==> config.mk <==
export PLATFORM = sky130hd
export DESIGN_NAME = cwas_top
export DESIGN_NICKNAME = d
export VERILOG_FILES = /design/src/rtl/cwas_pkg.sv /design/src/rtl/cwas_top.sv /design/src/rtl/cwas_host_strobe.sv /design/src/rtl/cwas_aux_irq.sv
export SDC_FILE = /design/constraint.sdc
export NUM_CORES = 1
export LEC_CHECK = 0
export ABC_AREA = 1
export BUFFER_PORTS_ARGS = -buffer_cell sky130_fd_sc_hd__clkbuf_2
export CAP_MARGIN = 20
export CORE_ASPECT_RATIO = 1.25
export CORE_MARGIN = 2
export CORE_UTILIZATION = 47
export CTS_CLUSTER_DIAMETER = 100
export DETAILED_ROUTE_END_ITERATION = 7
export PLACE_DENSITY = 0.88
export SKIP_CTS_REPAIR_TIMING = 1
export SYNTH_ARGS = -nofsm -noshare
export SYNTH_HDL_FRONTEND = slang
export SYNTH_SLANG_ARGS = --single-unit
==> constraint.sdc <==
create_clock -name ref_clk -period 2.47 [get_ports ref_clk]
set_input_delay 0 -clock ref_clk [delete_from_list [all_inputs] [get_ports ref_clk]]
set_output_delay 0 -clock ref_clk [all_outputs]
set_load 0.05 [all_outputs]
==> src/rtl/cwas_pkg.sv <==
// Package for the card write and auxiliary select block.
// Assumes a single device clock; all counts are in device clock cycles.
package cwas_pkg;

  typedef enum logic [2:0] {SPD600, SPD250, SPD200, SPD150, SPD100} cwas_speed_t;
  typedef enum logic [1:0] {KIND_ATTR, KIND_COMMON, KIND_IO, KIND_SIDE} cwas_kind_t;
  typedef enum logic [1:0] {TGT_NONE, TGT_A, TGT_B, TGT_AUX} cwas_tgt_t;
  typedef enum logic {CPU_SPLIT, CPU_RWDS} cwas_cpu_t;

  // Manual target codes
  localparam logic [1:0] MAN_A = 2'h0;
  localparam logic [1:0] MAN_B = 2'h1;
  localparam logic [1:0] MAN_AUX = 2'h3;

  // Write strobe active length, cycles
  localparam logic [3:0] STRB_600 = 4'h9;
  localparam logic [3:0] STRB_250 = 4'h5;
  localparam logic [3:0] STRB_200 = 4'h4;
  localparam logic [3:0] STRB_150 = 4'h3;
  localparam logic [3:0] STRB_100 = 4'h2;
  localparam logic [3:0] STRB_IO = 4'h5;
  // Enable to strobe delay, cycles
  localparam logic [3:0] SETUP_LONG = 4'h2;
  localparam logic [3:0] SETUP_SHORT = 4'h1;
  // Strobe release to enable release, cycles
  localparam logic [3:0] HOLD_LONG = 4'h2;
  localparam logic [3:0] HOLD_SHORT = 4'h1;
  // Previous cycle completion gap, cycles
  localparam logic [3:0] GAP_CYC = 4'h2;
  localparam logic [3:0] CNT_ZERO = 4'h0;
  localparam logic [3:0] CNT_ONE = 4'h1;

  typedef struct packed {
    logic [15:0] mask;
    logic [15:0] pattern;
    cwas_kind_t kind;
    cwas_speed_t speed;
  } cwas_slot_cfg_t;

  typedef struct packed {
    logic ackMode;
    logic activeHigh;
    logic openDrain;
  } cwas_pin_cfg_t;

  typedef struct packed {
    logic out;
    logic oe;
  } cwas_pin_t;

  typedef struct packed {
    logic priAN;
    logic priBN;
    logic secAN;
    logic secBN;
    logic attrN;
    logic memWrN;
    logic ioWrN;
  } cwas_card_t;

  localparam cwas_card_t CARD_IDLE = '{1'b1, 1'b1, 1'b1, 1'b1, 1'b1, 1'b1, 1'b1};

endpackage : cwas_pkg

==> src/rtl/cwas_top.sv <==
// Card write cycle generator with auxiliary chip select and interrupt routing.
// Assumes host and module inputs are synchronous to ref_clk.
`timescale 1ns/1ps
`default_nettype none

// Operation
// - Host controls form internal read/write strobes
// - Handshake pin is wait or acknowledge
// - Target picks primary, secondary or aux enable
// - Attribute select idle for common/aux access
// - Memory strobe for memory, else IO strobe
// - Module wait freezes strobe length counter
// - Memory strobe length per speed setting, IO strobe length fixed
// - Strobe delay after enable per setting
// - Hold then release enables, assert ack
// - Data buffers enabled before write strobe
// - Enable waits detection and previous completion
// - Wait raised as soon as write detected
// - Ack dropped when host ends write
// - Same timing for attribute and common
// - Aux select open-drain/push-pull, either polarity
// - Fallback selects aux when no module
// - Otherwise aux selected by address match
// - Manual code 11 selects aux
// - Aux select transmit or regenerate mode
// - Transmit mode follows host select
// - Regenerate mode acts like card enable
// - Aux interrupt routed with polarity, mask
// - Aux interrupt state readable
module cwas_top (
  input wire logic ref_clk,
  input wire logic arst_n,
  input wire cwas_pkg::cwas_cpu_t cpuType,
  input wire logic hostCsN,
  input wire logic hostRdN,
  input wire logic hostWrN,
  input wire logic hostRwN,
  input wire logic hostDsN,
  input wire logic [15:0] hostAddr,
  input wire cwas_pkg::cwas_slot_cfg_t slotACfg,
  input wire cwas_pkg::cwas_slot_cfg_t slotBCfg,
  input wire logic [15:0] auxMask,
  input wire logic [15:0] auxPattern,
  input wire logic fallbackSelectEnable,
  input wire logic automaticTargetEnable,
  input wire logic [1:0] manualTarget,
  input wire logic auxCsMode,
  input wire cwas_pkg::cwas_pin_cfg_t auxCsCfg,
  input wire cwas_pkg::cwas_pin_cfg_t handshakeCfg,
  input wire logic modAWaitN,
  input wire logic modBWaitN,
  input wire logic auxIrqIn,
  input wire logic auxIrqPolarity,
  input wire logic auxIrqMask,
  output cwas_pkg::cwas_card_t cardOut,
  output cwas_pkg::cwas_pin_t handshakePin,
  output cwas_pkg::cwas_pin_t auxChipSelectOut,
  output logic dataBufOeN,
  output logic auxIrqStatus,
  output logic hostIrq
);
  import cwas_pkg::*;

  // ----------------------------------------
  // Types and functions
  // ----------------------------------------
  typedef enum logic [2:0] {
    ST_IDLE, ST_DETECT, ST_GAP, ST_SETUP, ST_STROBE, ST_HOLD, ST_ACK
  } cwas_state_t;

  typedef struct packed {
    cwas_state_t st;
    logic [3:0] cnt;
    logic [3:0] gap;
    cwas_tgt_t tgt;
    cwas_kind_t kind;
    cwas_speed_t speed;
    logic ceOn;
    logic strobeOn;
    logic waitAct;
    logic ackAct;
    logic bufOeN;
    cwas_card_t card;
    cwas_pin_t hs;
    cwas_pin_t auxCs;
  } cwas_top_state_t;

  function automatic logic addrHit(input logic [15:0] a, input logic [15:0] m,
                                   input logic [15:0] p);
    addrHit = ((a ^ p) & m) == 16'h0000;
  endfunction : addrHit

  function automatic logic longTiming(input cwas_kind_t k, input cwas_speed_t s);
    longTiming = (k == KIND_IO) || (k == KIND_SIDE) || (s == SPD600);
  endfunction : longTiming

  function automatic logic [3:0] strobeLen(input cwas_kind_t k, input cwas_speed_t s);
    if (k == KIND_IO || k == KIND_SIDE) begin
      strobeLen = STRB_IO;
    end else begin
      case (s)
        SPD600: strobeLen = STRB_600;
        SPD250: strobeLen = STRB_250;
        SPD200: strobeLen = STRB_200;
        SPD150: strobeLen = STRB_150;
        SPD100: strobeLen = STRB_100;
        default: strobeLen = STRB_600;
      endcase
    end
  endfunction : strobeLen

  function automatic cwas_pin_t pinDrive(input logic act, input cwas_pin_cfg_t c);
    logic lvl;
    cwas_pin_t p;
    lvl = act ~^ c.activeHigh;
    p.out = lvl;
    p.oe = c.openDrain ? ~lvl : 1'b1;
    pinDrive = p;
  endfunction : pinDrive

  // ----------------------------------------
  // Host strobes and interrupt routing
  // ----------------------------------------
  logic hostWr;
  logic hostCs;

  cwas_host_strobe u_host (
    .ref_clk(ref_clk),
    .arst_n(arst_n),
    .cpuType(cpuType),
    .hostCsN(hostCsN),
    .hostRdN(hostRdN),
    .hostWrN(hostWrN),
    .hostRwN(hostRwN),
    .hostDsN(hostDsN),
    .hostRd(),
    .hostWr(hostWr),
    .hostCs(hostCs)
  );

  cwas_aux_irq u_irq (
    .ref_clk(ref_clk),
    .arst_n(arst_n),
    .auxIrqIn(auxIrqIn),
    .auxIrqPolarity(auxIrqPolarity),
    .auxIrqMask(auxIrqMask),
    .auxIrqStatus(auxIrqStatus),
    .hostIrq(hostIrq)
  );

  // ----------------------------------------
  // Target decode
  // ----------------------------------------
  logic hitA;
  logic hitB;
  logic auxSel;
  cwas_tgt_t tgtNow;

  always_comb begin
    hitA = addrHit(hostAddr, slotACfg.mask, slotACfg.pattern);
    hitB = addrHit(hostAddr, slotBCfg.mask, slotBCfg.pattern);
    if (!automaticTargetEnable) begin
      case (manualTarget)
        MAN_A: tgtNow = TGT_A;
        MAN_B: tgtNow = TGT_B;
        MAN_AUX: tgtNow = TGT_AUX;
        default: tgtNow = TGT_NONE;
      endcase
    end else if (hitA) begin
      tgtNow = TGT_A;
    end else if (hitB) begin
      tgtNow = TGT_B;
    end else if (fallbackSelectEnable) begin
      tgtNow = hostCs ? TGT_AUX : TGT_NONE;
    end else begin
      tgtNow = addrHit(hostAddr, auxMask, auxPattern) ? TGT_AUX : TGT_NONE;
    end
    auxSel = hostCs && (tgtNow == TGT_AUX);
  end

  // ----------------------------------------
  // Write cycle state machine
  // ----------------------------------------
  cwas_top_state_t st_r;
  cwas_top_state_t st_nxt;
  logic modWaitAct;
  logic wrStart;

  assign modWaitAct = (st_r.tgt == TGT_A && !modAWaitN) || (st_r.tgt == TGT_B && !modBWaitN);
  assign wrStart = hostWr && (tgtNow == TGT_A || tgtNow == TGT_B ||
                              (tgtNow == TGT_AUX && auxCsMode));

  always_comb begin
    st_nxt = st_r;
    if (st_r.gap != CNT_ZERO) begin
      st_nxt.gap = st_r.gap - CNT_ONE;
    end
    case (st_r.st)
      ST_IDLE: begin
        if (wrStart) begin
          st_nxt.st = ST_DETECT;
          st_nxt.waitAct = 1'b1;
          st_nxt.tgt = tgtNow;
          st_nxt.kind = (tgtNow == TGT_B) ? slotBCfg.kind : slotACfg.kind;
          st_nxt.speed = (tgtNow == TGT_B) ? slotBCfg.speed : slotACfg.speed;
          if (tgtNow == TGT_AUX) begin
            st_nxt.kind = KIND_IO;
          end
        end
      end
      ST_DETECT: begin
        st_nxt.st = ST_GAP;
      end
      ST_GAP: begin
        if (st_r.gap == CNT_ZERO) begin
          st_nxt.st = ST_SETUP;
          st_nxt.ceOn = 1'b1;
          st_nxt.bufOeN = 1'b0;
          st_nxt.cnt = (longTiming(st_r.kind, st_r.speed) ? SETUP_LONG : SETUP_SHORT)
                       - CNT_ONE;
        end
      end
      ST_SETUP: begin
        if (st_r.cnt == CNT_ZERO) begin
          st_nxt.st = ST_STROBE;
          st_nxt.strobeOn = 1'b1;
          st_nxt.cnt = strobeLen(st_r.kind, st_r.speed) - CNT_ONE;
        end else begin
          st_nxt.cnt = st_r.cnt - CNT_ONE;
        end
      end
      ST_STROBE: begin
        if (modWaitAct) begin
          st_nxt.cnt = st_r.cnt;
        end else if (st_r.cnt == CNT_ZERO) begin
          st_nxt.st = ST_HOLD;
          st_nxt.strobeOn = 1'b0;
          st_nxt.cnt = ((st_r.speed == SPD600 && st_r.kind != KIND_IO && st_r.kind != KIND_SIDE)
                        ? HOLD_LONG : HOLD_SHORT) - CNT_ONE;
        end else begin
          st_nxt.cnt = st_r.cnt - CNT_ONE;
        end
      end
      ST_HOLD: begin
        if (st_r.cnt == CNT_ZERO) begin
          st_nxt.st = ST_ACK;
          st_nxt.ceOn = 1'b0;
          st_nxt.waitAct = 1'b0;
          st_nxt.ackAct = 1'b1;
        end else begin
          st_nxt.cnt = st_r.cnt - CNT_ONE;
        end
      end
      ST_ACK: begin
        if (!hostWr) begin
          st_nxt.st = ST_IDLE;
          st_nxt.ackAct = 1'b0;
          st_nxt.bufOeN = 1'b1;
          st_nxt.gap = GAP_CYC;
        end
      end
      default: begin
        st_nxt.st = ST_IDLE;
      end
    endcase
    // Pin formation
    st_nxt.card = CARD_IDLE;
    if (st_nxt.ceOn) begin
      st_nxt.card.priAN = !(st_nxt.tgt == TGT_A && st_nxt.kind != KIND_SIDE);
      st_nxt.card.priBN = !(st_nxt.tgt == TGT_B && st_nxt.kind != KIND_SIDE);
      st_nxt.card.secAN = !(st_nxt.tgt == TGT_A && st_nxt.kind == KIND_SIDE);
      st_nxt.card.secBN = !(st_nxt.tgt == TGT_B && st_nxt.kind == KIND_SIDE);
      st_nxt.card.attrN = !(st_nxt.tgt != TGT_AUX && st_nxt.kind == KIND_ATTR);
    end
    if (st_nxt.strobeOn) begin
      if (st_nxt.kind == KIND_ATTR || st_nxt.kind == KIND_COMMON) begin
        st_nxt.card.memWrN = 1'b0;
      end else begin
        st_nxt.card.ioWrN = 1'b0;
      end
    end
    st_nxt.hs = pinDrive(handshakeCfg.ackMode ? st_nxt.ackAct : st_nxt.waitAct,
                         handshakeCfg);
    if (auxCsMode) begin
      st_nxt.auxCs = pinDrive(st_nxt.ceOn && st_nxt.tgt == TGT_AUX, auxCsCfg);
    end else begin
      st_nxt.auxCs = pinDrive(auxSel, auxCsCfg);
    end
  end

  always_ff @(posedge ref_clk or negedge arst_n) begin
    if (!arst_n) begin
      st_r <= '{ST_IDLE, 4'h0, 4'h0, TGT_NONE, KIND_ATTR, SPD600, 1'b0, 1'b0, 1'b0,
                1'b0, 1'b1, CARD_IDLE, '{1'b1, 1'b1}, '{1'b1, 1'b1}};
    end else begin
      st_r <= st_nxt;
    end
  end

  assign cardOut = st_r.card;
  assign handshakePin = st_r.hs;
  assign auxChipSelectOut = st_r.auxCs;
  assign dataBufOeN = st_r.bufOeN;

  // ----------------------------------------
  // Checks
  // ----------------------------------------
  a_idle_quiet: assert property (@(posedge ref_clk) disable iff (!arst_n)
    st_r.st == ST_IDLE |-> cardOut == CARD_IDLE)
    else $error("Card pins active while idle");

  a_wait_on_start: assert property (@(posedge ref_clk) disable iff (!arst_n)
    (st_r.st == ST_IDLE && wrStart) |=> st_r.waitAct)
    else $error("Wait not raised at write start");

  a_attr_quiet: assert property (@(posedge ref_clk) disable iff (!arst_n)
    (st_r.kind == KIND_COMMON || st_r.tgt == TGT_AUX) |-> cardOut.attrN)
    else $error("Attribute select during common or aux access");

  a_io_strobe_kind: assert property (@(posedge ref_clk) disable iff (!arst_n)
    !cardOut.ioWrN |-> st_r.kind == KIND_IO || st_r.kind == KIND_SIDE)
    else $error("IO strobe on memory access");

  a_wait_freeze: assert property (@(posedge ref_clk) disable iff (!arst_n)
    (st_r.st == ST_STROBE && modWaitAct) |=> st_r.cnt == $past(st_r.cnt) && st_r.strobeOn)
    else $error("Counter moved during module wait");

  a_buf_before: assert property (@(posedge ref_clk) disable iff (!arst_n)
    $rose(st_r.strobeOn) |-> !$past(st_r.bufOeN, 1) && !st_r.bufOeN)
    else $error("Buffers not enabled before strobe");

  a_strobe_fast: assert property (@(posedge ref_clk) disable iff (!arst_n)
    ($rose(st_r.strobeOn) && st_r.kind == KIND_COMMON && st_r.speed == SPD100 && !modWaitAct)
    |=> st_r.strobeOn ##1 !st_r.strobeOn)
    else $error("Fast strobe length wrong");

  a_ack_after_hold: assert property (@(posedge ref_clk) disable iff (!arst_n)
    $rose(st_r.ackAct) |-> !st_r.ceOn && !st_r.waitAct && !st_r.strobeOn)
    else $error("Ack raised with enable still active");

  a_ack_drop: assert property (@(posedge ref_clk) disable iff (!arst_n)
    (st_r.ackAct && !hostWr) |=> !st_r.ackAct)
    else $error("Ack held after host ended write");

endmodule : cwas_top
`default_nettype wire

==> src/rtl/cwas_host_strobe.sv <==
// Combines host control inputs into host read, write and select levels.
// Assumes host inputs are synchronous to ref_clk.
`timescale 1ns/1ps
`default_nettype none
module cwas_host_strobe (
  input wire logic ref_clk,
  input wire logic arst_n,
  input wire cwas_pkg::cwas_cpu_t cpuType,
  input wire logic hostCsN,
  input wire logic hostRdN,
  input wire logic hostWrN,
  input wire logic hostRwN,
  input wire logic hostDsN,
  output logic hostRd,
  output logic hostWr,
  output logic hostCs
);
  import cwas_pkg::*;

  typedef struct packed {
    logic rd;
    logic wr;
    logic cs;
  } cwas_hs_state_t;

  cwas_hs_state_t st_r;
  cwas_hs_state_t st_nxt;

  always_comb begin
    st_nxt.cs = ~hostCsN;
    if (cpuType == CPU_RWDS) begin
      st_nxt.rd = ~hostCsN & ~hostDsN & hostRwN;
      st_nxt.wr = ~hostCsN & ~hostDsN & ~hostRwN;
    end else begin
      st_nxt.rd = ~hostCsN & ~hostRdN;
      st_nxt.wr = ~hostCsN & ~hostWrN;
    end
  end

  always_ff @(posedge ref_clk or negedge arst_n) begin
    if (!arst_n) begin
      st_r <= '0;
    end else begin
      st_r <= st_nxt;
    end
  end

  assign hostRd = st_r.rd;
  assign hostWr = st_r.wr;
  assign hostCs = st_r.cs;

endmodule : cwas_host_strobe
`default_nettype wire

==> src/rtl/cwas_aux_irq.sv <==
// Auxiliary interrupt polarity, masking and status.
// Assumes the interrupt input is synchronous to ref_clk.
`timescale 1ns/1ps
`default_nettype none
module cwas_aux_irq (
  input wire logic ref_clk,
  input wire logic arst_n,
  input wire logic auxIrqIn,
  input wire logic auxIrqPolarity,
  input wire logic auxIrqMask,
  output logic auxIrqStatus,
  output logic hostIrq
);
  import cwas_pkg::*;

  typedef struct packed {
    logic status;
    logic irq;
  } cwas_irq_state_t;

  cwas_irq_state_t st_r;
  cwas_irq_state_t st_nxt;

  always_comb begin
    st_nxt.status = ~(auxIrqIn ^ auxIrqPolarity);
    st_nxt.irq = st_nxt.status & ~auxIrqMask;
  end

  always_ff @(posedge ref_clk or negedge arst_n) begin
    if (!arst_n) begin
      st_r <= '0;
    end else begin
      st_r <= st_nxt;
    end
  end

  assign auxIrqStatus = st_r.status;
  assign hostIrq = st_r.irq;

  a_irq_mask_gate: assert property (@(posedge ref_clk) disable iff (!arst_n)
    hostIrq |-> auxIrqStatus && !$past(auxIrqMask))
    else $error("Masked aux interrupt reached host");

endmodule : cwas_aux_irq
`default_nettype wire

# Word-level counts from Yosys, hierarchy flattened
# Cells that the tools add are included.
# W data, S select, Z words.
# classes
n_addsub	5
mul	0
div	0
magnitude_cmp	0
n_eq_ne	36
shift	0
mux	58
bitwise_logic	23
reduce_logical	42
# op_table
operator	n
$and A16 B16 Y16	3
$logic_not A16 Y1	3
$xor A16 B16 Y16	3
$mux W4	10
$pmux W4 S4	2
$mux W2	14
$ne A2 B2 Y1 const B	12
$mux W3	7
$mux W7	3
$pmux W3 S7	1
$eq A2 B2 Y1 const B	9
$mux W1	14
$logic_and A1 B1 Y1	13
$eq A3 B2 Y1 const B	4
$eq A3 B3 Y1 const B	4
$sub A4 B1 Y4 const B	3
$eq A2 B1 Y1 const B	5
$pmux W1 S2	5
$not A1 Y1	9
$logic_not A4 Y1	2
$reduce_bool A4 Y1	2
$logic_not A1 Y1	7
$reduce_and A7 Y1	1
$eq A3 B1 Y1 const B	2
other kinds (13)	26
# totals
ff_bits	38
latch_bits	0
ram_bits	0
rom_bits	0
input_bits	146
output_inout_bits	14
elab_cells	190
n_memories	0

# Longest topological paths before layout
# Gate-level depths: netlist (run 1).
# depth
ltp_word	20
ltp_mapped	21

# By module
# Synthesis (run 1) repeated with hierarchy kept, for this count alone.
# hier_totals
cells_unflattened	513
area_unflattened_um2	3233.1
# by_module_without_submodules
mod	instances	cells_per_inst	area_per_inst_um2	seq_area_each_um2
cwas_top	1	487	3019.1	865.8
cwas_host_strobe	1	17	132.6	75.1
cwas_aux_irq	1	9	81.3	50.0

# Worst setup path before layout (run 1)
# OpenSTA, ideal clock, no wires.
# synth_timing
kind	flip-flop to flip-flop
startpoint	register st_r[23] (netlist name)
endpoint	register st_r[27] (netlist name)
setup_ns	0.083
arrival_ns	1.749
required_time_ns	2.387
setup_slack_ns	0.639
path_stages_with_launch	11
n_path_buf	0
cell_sequence	dfrtp_1 inv_1 ha_1 nand2_1 nor2_1 inv_1 a21oi_1 o21ai_0 nor2_1 o311ai_0 o21ai_0
# synth_via
elab_chain_len	3
# synth_rtl
element	line_no	source
from (decl)	cwas_top.sv:184	cwas_top_state_t st_r;
from (signal assigned)	cwas_top.sv:293	st_r <= '{ST_IDLE, 4'h0, 4'h0, TGT_NONE, KIND_ATTR, SPD600, 1'b0, 1'b0, 1'b0,
from (signal assigned)	cwas_top.sv:296	st_r <= st_nxt;
$logic_not A4 Y1	cwas_top.sv:215	if (st_r.gap == CNT_ZERO) begin
$ne A2 B2 Y1 (no source line)	--	
$reduce_and A4 Y1 (no source line)	--	
# Every way passes these cells.
# A chain may end at the register's enable or synchronous reset.

# Worst setup path in the final report (run 1)
# layout_timing
startpoint	register u_host.st_r (netlist bit u_host.hostCs)
endpoint	register st_r[16] (netlist name)
# layout_via
elab_chain_len	10
word_cells_on_any_way	14
# layout_rtl
element	line_no	source
from (decl)	cwas_host_strobe.sv:26	cwas_hs_state_t st_r;
from (signal assigned)	cwas_host_strobe.sv:44	st_r <= st_nxt;
$mux W2 *	cwas_top.sv:174	tgtNow = hostCs ? TGT_AUX : TGT_NONE;
$mux W2 *	cwas_top.sv:173	end else if (fallbackSelectEnable) begin
$mux W2 *	cwas_top.sv:171	end else if (hitB) begin
$mux W2 *	cwas_top.sv:169	end else if (hitA) begin
$mux W2 *	cwas_top.sv:162	if (!automaticTargetEnable) begin
$eq A2 B1 Y1, or another cell as far along	cwas_top.sv:190	assign wrStart = hostWr && (tgtNow == TGT_A || tgtNow == TGT_B ||
$logic_or A1 B1 Y1 / $logic_and A1 B1 Y1 (equally long branches)	cwas_top.sv:190, cwas_top.sv:191	
$logic_or A1 B1 Y1	cwas_top.sv:190	
$logic_and A1 B1 Y1	cwas_top.sv:190	
$reduce_and A2 Y1 (no source line)	--	
# Every way passes the cells marked *; elsewhere a longest branch is shown, timed or not.

==> results of run 1 <==
[power breakdown]
part | internal [uW] | switching (uW)
clock network | 405 | 227
registers | 898 | 140
logic | 594 | 1130
[layer usage]
layer	vias up	wire, um	global-route usage [%]
met5	-	0	0
met4	0	297	11.9
met3	26	740	5.87
met2	146	4820	44.8
met1	1626	3330	24.9
li1	1886	-	-
[worst register-to-register path: stages (launching register included)]
cell	delay, ps
dfrtp_1	390
nand2_1	90
inv_1	40
o21bai_1	140
nand2_1	60
nand2_1	60
nand2_2	110
clkinv_1	140
nand3_4	100
nand3_2	100
inv_2	230
nor2_1	80
a31oi_1	160
dlygate4sd3_1	570
[final cells by class]
type / count / area, um^2
well taps: 87 / 109
flip-flops and latches: 38 / 966
clock buffers: 5 / 68.8
inverters: 90 / 338
multi-input cells: 357 / 1760
clock inverters: 3 / 68.8
repair buffers: 173 / 946
fillers: 580 / 2270
[state kept, by name (all words and copies together) (netlist names), 2 cells and up]
name,count
cardOut,7
handshakePin,2
auxChipSelectOut,2
st_r,22
[synthesized netlist by cell type (all sizes together) (2+ instances only)]
cell type | n | area [um^2]
or2 | 25 | 156
nand2 | 147 | 557
buf | 12 | 93.8
ha | 7 | 87.6
xnor2 | 3 | 26.3
a21oi | 11 | 81.3
nor3 | 6 | 30.0
o21ai | 23 | 123
xor2 | 2 | 17.5
nor2 | 46 | 178
a31oi | 4 | 25.0
dfrtp | 26 | 651
o22ai | 2 | 12.5
nand3 | 65 | 353
inv | 89 | 334
dfstp | 12 | 315
nand4 | 9 | 56.3
[how the worst min path moves through the flow]
stage | start | to | slack (ps) | cells after the start
after detailed placement | auxIrqMask | u_irq.hostIrq | 150 | 2
after global placement | auxIrqMask | u_irq.hostIrq | 150 | 2
after CTS | auxIrqMask | u_irq.hostIrq | -170 | 2
after floorplan | arst_n | st_r[12] | -300 | 0
after global routing | slotBCfg[1] | st_r[17] | 10 | 3
final | slotBCfg[1] | st_r[17] | -30 | 3
[placed cells by master (no fill, tap or decap), types with 5 or more instances in the layout]
cell type        n
clkbuf_2       157
nand2_1        145
inv_1           86
nand3_1         61
nor2_1          44
dfrtp_1         26
o21ai_0         21
or2_1           20
dlygate4sd3_1   16
dfstp_2         12
nand4_1          9
a21oi_1          8
ha_1             7
nor3_1           6
clkbuf_8         5
[stage by stage]
| stage | setup slack [ps] | utilization [%] | TNS, ps |
|---|---|---|---|
| 2_1_floorplan | 639 | - | 0 |
| 3_3_place_gp | 396 | 60.6 | 0 |
| 3_5_place_dp | 315 | 60.6 | 0 |
| 4_1_cts | 263 | 62.7 | 0 |
| 5_1_grt | -99.4 | 65.2 | -99.4 |
| 6_report | 129 | 65.2 | 0 |
[logic make-up (layout without fill, tap and decap cells)]
logic type | Yosys count | count (layout) | synth area share, %
compound gates | 44 | 44 | 8.69
simple gates | 301 | 301 | 42.8
xor+xnor | 5 | 5 | 1.39
flops | 38 | 38 | 30.6
fa+ha+maj | 7 | 7 | 2.78
buf+inv | 102 | 271 | 13.7
==> run metrics, run 1 <==
Top Ports=160; ys async rst share=100%; WP depth=13; Req. time, crit path=2700 ps; MaxCap Viol Count=0; worst r2r src=u_host.hostCs; GPL Wtd Cong=0.969; CTS H-tree lvls=2; Synth Area per Inst=6.34 um^2; CP endpoint kind=flip-flop; DIE AREA=0.00738 mm^2; Seq/Total Area, Yosys=30.6%; skew final=5.61 ps; detailed-route wire length=9200 um; Primary FF master, synth=dfrtp_1; GRT Util Overall=23.9%; largest net degree at the start of global routing=39; EDFF count, synth=0; relative slew slack=40.4%; post-route ant nets=0; Ys Warns=0; die width=77.3 um; vias in the first global route=3411; Power Total=3390 uW; port bufs=157; critical path's top delay family=buffers and inverters; Leakage=0.00244 uW; first-pass GRT wire length=13900 um; Tmin final=2340 ps; Critical Path Sink=st_r[16]; Starting Density=48.3%; drt first pass iters=4; Routed WL per cell=12.2 um; layout net count=818; RR Endpoint=st_r[16]; Root Driver=clkbuf_8; core area=0.00652 mm^2; Final Setup Violations=0; Buf/Inv on CP=4; worst skew pair latency=300 ps; worst min path class=input pin to flip-flop; GRT overflow=0; DR iter-0 viols=219; failing checks=hold timing; WHS=-30.4 ps; Final Instance Area=0.00425 mm^2; DR DRC count=0; clock slew at reported path FFs=80 ps; CTS Buf Count=5; Crit path largest cell delay=570 ps; status=finished, violations left; synthesized area=0.00315 mm^2; Synth Register Bits=38; final worst path period share=94.8%; Synthesized Nets=650; Worst VDD drop=0.462 mV; Vias/cell=4.89; slowest CP cell=dlygate4sd3_1; DP Cell Count=729; ANT cells=0; Crit Path Max Fanout=11; Synth cell types=36; final hold vios=1; routed vias=3684; CP arrival=2570 ps; clk sinks=38; crit path launch type=flip-flop; Setup crit start=u_host.hostCs; CTS tree=yes; Setup Crit Path Kind=flip-flop to flip-flop; fraction of layout cells with a size suffix above 1=29.3%; Worst-Margin Slew=895 ps; Fmax=427 MHz; Die Ht=95.6 um; antenna violations before repair=1; Final Slew Violations=0; most used cell, CP=nand2_1; Clock Path Buffers=2; critical path, cell by cell=nand2_1 > inv_1 > o21bai_1 > nand2_1 > nand2_1 > nand2_2 > clkinv_1 > nand3_4 > nand3_2 > inv_2 > nor2_1 > a31oi_1 > dlygate4sd3_1; R2R depth=13; # rows=33; post-route insts no fill=753; R2R setup slack=130 ps; Placed Area=0.00395 mm^2; P&R area growth vs syn=34.8%; Pwr Density=797 mW/mm^2; DP HPWL=7570 um; Synth Instances=497
No activity file was read; power rests on OpenSTA's default activity.
==> inputs of run 2 (changes only) <==
- HOLD_SLACK_MARGIN: default -> 0.1
- PLACE_DENSITY: 0.88 -> 0.93
==> run 2 against run 1 <==
Effect of this change: the flow now finishes without violations; critical endpoint unchanged; via count grew 1.8%; routed wire length is 0.91% lower; critical path type unchanged; final cell count up 0.66%; maximum frequency is 2.0% higher; non-clock buffer count grew 4.
==> run metrics, run 2 (synthesis results as in run 1) <==
max reg flops=22 (unchanged); clk sinks=38 (unchanged); R2R setup slack=170 ps (+40 ps); area of the multi-input gates=0.00176 mm^2 (unchanged); Setup Crit Path Kind=flip-flop to flip-flop; # rows=33 (unchanged); core area=0.00652 mm^2 (unchanged); Flop pwr share=32.2% (+1.6 points); first-pass GRT wire length=14700 um (+5.6%); clock slew at reported path FFs=80 ps (about the same); Logic pwr share=53.8% (+3.1 points); antenna violations before repair=0 (-1); MaxCap Viol Count=0 (unchanged); CP arrival=2530 ps (-40 ps); crit path launch type=flip-flop; GRT Util Overall=24.6% (+0.69 points); GRT overflow=0 (unchanged); TNS Setup=0 ps (unchanged); DIE AREA=0.00738 mm^2 (unchanged); CTS H-tree lvls=2 (unchanged); Pwr Density=755 mW/mm^2 (-5.3%); drt first pass iters=4 (unchanged); port bufs=157 (unchanged); Die Ht=95.6 um (unchanged); Crit Path Max Fanout=11 (unchanged); P&R area growth vs syn=34.8% (unchanged); DR iter-0 viols=116 (-47%); routed vias=3751 (+1.8%); fraction of layout cells with a size suffix above 1=29.1% (-0.17 points); largest net degree at the start of global routing=39 (unchanged); CTS tree=yes; Final Slew Violations=0 (unchanged); DP HPWL=7540 um (-0.50%); Final Setup Violations=0 (unchanged); die width=77.3 um (unchanged); Routed WL per cell=12.0 um (-1.6%); Starting Density=48.3% (unchanged); Fmax=435 MHz (+2.0%); Power Total=3210 uW (-5.3%); post-route ant nets=0 (unchanged); Clock Power Share=14.0% (-4.6 points); Vias/cell=4.95 (+1.1%); Worst-Margin Slew=921 ps (+26.2 ps); final hold vios=0 (-1); GPL Wtd Cong=0.915 (-5.6%); most common cell after layout, fill and taps aside=clkbuf_2; CP endpoint kind=flip-flop; Req. time, crit path=2710 ps (about the same); WHS=88.8 ps (+119 ps); Root Driver=clkbuf_8; Leakage=0.00244 uW (-0.22%); Top Ports=160 (unchanged); Tmin final=2300 ps (-44.9 ps); DR DRC count=0 (unchanged); most frequent cells in the layout=clkbuf_2 (157), nand2_1 (145), inv_1 (86); FILL cells=583 (+0.52%); skew final=8.56 ps (+2.95 ps); CTS Buf Count=5 (unchanged); Psw=1480 uW (-1.1%); status=finished clean; worst skew pair latency=300 ps (about the same); Most flops, register=st_r; Worst VDD drop=0.437 mV (-5.5%); Register Area=966 um^2 (unchanged); vias in the first global route=3606 (+5.7%); switching share of power=46.0% (+2.0 points); final worst path period share=93.0% (-1.8 points); worst min path class=input pin to flip-flop; layout net count=822 (+0.49%); Pint=1730 uW (-8.7%); Clock Path Buffers=2 (unchanged); detailed-route wire length=9110 um (-0.91%); relative slew slack=38.6% (-1.7 points)
[run 2: changes by cell type in the layout (fill, tap and decap cells not counted)]
| cell | change |
|---|---|
| clkinvlp_4 | +1 |
| clkinv_2 | +1 |
| clkbuf_8 | +1 |
| bufinv_16 | -2 |
| dlygate4sd3_1 | +4 |
| diode_2 | +1 |
| clkinv_4 | -1 |
[run 2: per-layer routing]
layer	vias to the layer above	global-route usage [%]	wire length (um)
met1	1652	25.2	3360
met4	0	10.1	328
met5	-	0	0
li1	1898	-	-
met2	165	49.1	4890
met3	36	4.26	529
[run 2: critical path: stages, from the launching register on]
cell and delay [ps]:
dfrtp_1 380, nand2_1 80, inv_1 40, o21bai_1 140
nand2_1 50, nand2_1 50, nand2_2 110, clkinv_1 140
nand3_4 100, nand3_2 110, inv_2 240, nor2_1 70
a31oi_1 150, dlygate4sd3_1 560
[run 2: path summary, 6_finish.rpt]
path,start,end,cells past startpoint
worst max-delay path,u_host.hostCs,st_r[16],13
worst min-delay path,slotACfg[3],st_r[19],5
worst max register to register,u_host.hostCs,st_r[16],13
worst min register to register,dataBufOeN,dataBufOeN,2
max in group asynchronous,arst_n,u_irq.auxIrqStatus,2
min in group asynchronous,arst_n,st_r[20],2
[run 2: layout make-up]
| class | instances | area share [%] |
|---|---|---|
| diodes | 1 | 0.0589 |
| clock inverters | 2 | 0.294 |
| multi-input cells | 357 | 41.3 |
| inverters | 90 | 7.95 |
| repair buffers | 177 | 23.2 |
| flip-flops and latches | 38 | 22.7 |
| clock buffers | 6 | 1.94 |
| well taps | 87 | 2.56 |
[run 2: through the flow]
stage | instance area (um^2) | std cells | setup WS (ps) | utilization, %
2_1_floorplan | 3150 | 497 | 639 | -
3_3_place_gp | 3950 | 729 | 404 | 60.6
3_5_place_dp | 3950 | 729 | 300 | 60.6
4_1_cts | 4050 | 737 | 269 | 62.1
5_1_grt | 4250 | 757 | -8.09 | 65.1
6_report | 4250 | 758 | 174 | 65.2
[run 2: power groups by stage]
| stage | Clock [uW] | Sequential [uW] | Combinational, uW |
|---|---|---|---|
| finish | 451 | 1030 | 1730 |
| global route | 483 | 1050 | 1950 |
| CTS | 457 | 1030 | 1670 |
| detailed placement | 0 | 1040 | 1660 |
| global placement | 0 | 1030 | 1610 |
| floorplan | 0 | 1050 | 1270 |
==> inputs of run 3 (changes only) <==
- CORE_MARGIN: 2 -> 8
==> run 3 against run 2 <==
Effect of this change: combinational power about the same; non-clock buffer count down 1; largest power group unchanged; first-iteration DRC count grew 47%; global-route usage shrank 3.8 points; clock skew decreased by 2.6 ps; utilization increased by 0.13 points; routed wire length increased by 12%; flip-flop and latch count is the same; design area rose by 0.21%; critical endpoint is now st_r[32]; clock-buffer cell count down 1; critical path type unchanged.
==> run metrics, run 3 (synthesis results as in run 1) <==
status=finished clean; RSZ-0062 raised after global routing=false; Starting Density=48.3% (unchanged); die width=89.3 um (+16%); relative slew slack=38.7% (+0.074 points); RR Endpoint=st_r[32]; Leakage=0.00244 uW (about the same); Top Ports=160 (unchanged); HP Start=slotBCfg[3]; worst min path class=input pin to flip-flop; # rows=33 (unchanged); most frequent cells in the layout=clkbuf_2 (157), nand2_1 (145), inv_1 (86); GRT overflow=0 (unchanged); Final Setup Violations=0 (unchanged); GRT met3 Usage=6.72% (+2.5 points); DIE AREA=0.00960 mm^2 (+30%); Routed WL per cell=13.5 um (+12%); Final Slew Violations=0 (unchanged); routed vias=3773 (+0.59%); vias in the first global route=3775 (+4.7%); clk sinks=38 (unchanged); largest net degree at the start of global routing=39 (unchanged); MaxCap Viol Count=0 (unchanged); GRT Util Overall=20.8% (-3.8 points); met2 usage in global routing=39.2% (-9.9 points); Worst VDD drop=0.427 mV (-2.2%); port bufs=157 (unchanged); DR DRC count=0 (unchanged); crit path launch type=flip-flop; GPL Wtd Cong=0.886 (-3.2%); R2R setup slack=260 ps (+90 ps); first-pass GRT wire length=15800 um (+7.6%); Vias/cell=4.99 (+0.85%); Die Ht=108 um (+13%); Layout Utilization=65.3% (+0.13 points); Req. time, crit path=2670 ps (-40 ps); Pwr Density=777 mW/mm^2 (+2.9%); R2R depth=10 (-3); DR iter-0 viols=171 (+47%); Fmax=453 MHz (+4.0%); Clock Path Buffers=2 (unchanged); CP endpoint kind=flip-flop; most used cell, CP=nor2_1; drt first pass iters=6 (+2); fraction of layout cells with a size suffix above 1=29.3% (+0.19 points); skew final=5.94 ps (-2.63 ps); final worst path period share=89.4% (-3.6 points); Hold Path Stages=5 (unchanged); Worst Hold End=st_r[19]; clock slew at reported path FFs=80 ps (about the same); slowest CP cell=dfrtp_1; DP HPWL=8630 um (+14%); layout net count=821 (-0.12%); worst r2r src=st_r[23]; Crit Path Max Fanout=6 (-5); CTS tree=yes; worst skew pair latency=290 ps (about the same); CTS H-tree lvls=2 (unchanged); ANT cells=0 (-1); DP Cell Count=729 (unchanged); critical path, cell by cell=inv_1 > ha_1 > nand2_1 > nor2_1 > inv_1 > a21oi_1 > nand3_1 > nor2_1 > nor2_1 > a31oi_1; Root Driver=clkbuf_8; Most flops, register=st_r; post-route insts no fill=756 (-0.26%); GRT busiest layer=met2; most common cell after layout, fill and taps aside=clkbuf_2; post-route ant nets=0 (unchanged); M1 GR Usage=19.6% (-5.6 points); CTS Buf Count=5 (unchanged); CP arrival=2410 ps (-120 ps); max reg flops=22 (unchanged); Tmin final=2210 ps (-88.7 ps); Crit path largest cell delay=390 ps (-170 ps); Setup Crit Path Kind=flip-flop to flip-flop; Worst-Margin Slew=920 ps (-1.12 ps); core area=0.00652 mm^2 (unchanged); final hold vios=0 (unchanged); P&R area growth vs syn=35.1%; TNS Setup=0 ps (unchanged); antenna violations before repair=0 (unchanged); detailed-route wire length=10200 um (+12%)
## run 3: critical path, delay by kind of cell, from the launching register on
kind	cells	cell delay, ps
adders and majority gates	1	190
AOI/OAI and AO/OA	2	420
DFF	1	390
and+or+nand+nor	5	860
buffers and inverters	2	260
## run 3: cell type report
type / instances / area, um^2
Sequential cell: 38 / 966
Multi-Input combinational cell: 357 / 1760
Fill cell: 561 / 2260
Clock inverter: 3 / 45.0
Tap cell: 87 / 109
Timing Repair Buffer: 176 / 976
Inverter: 90 / 338
Clock buffer: 5 / 68.8
## run 3: worst max path at each step
stage	from	end	slack, ps	depth (start not counted)
final	st_r[23]	st_r[32]	260	10
after global routing	st_r[24]	st_r[32]	2	10
after CTS	st_r[23]	st_r[27]	260	10
after detailed placement	st_r[23]	st_r[27]	270	10
after global placement	hostAddr[9]	cardOut[5]	430	18
after floorplan	st_r[23]	st_r[27]	640	10
## run 3: power by group
group / switching, uW / leakage [uW] / internal (uW)
combinational: 1150 / 0.00195 / 592
sequential: 136 / 0.000444 / 898
clock: 232 / 0.0000504 / 300
## run 3: metrics by stage
stage	worst slack (ps)	total power, uW	hold WS [ps]	area (um^2)
floorplan	639	2310	-296	3150
global placement	429	2620	148	3950
detailed placement	269	2720	150	3950
CTS	259	3270	-171	4070
global route	2.45	3580	110	4260
finish	262	3310	96.9	4260
## run 3: routing by layer
metal / wire (um) / vias up
met2: 5300 / 177
met1: 3660 / 1662
met4: 394 / 0
met3: 851 / 37
li1: - / 1897
met5: 0 / -
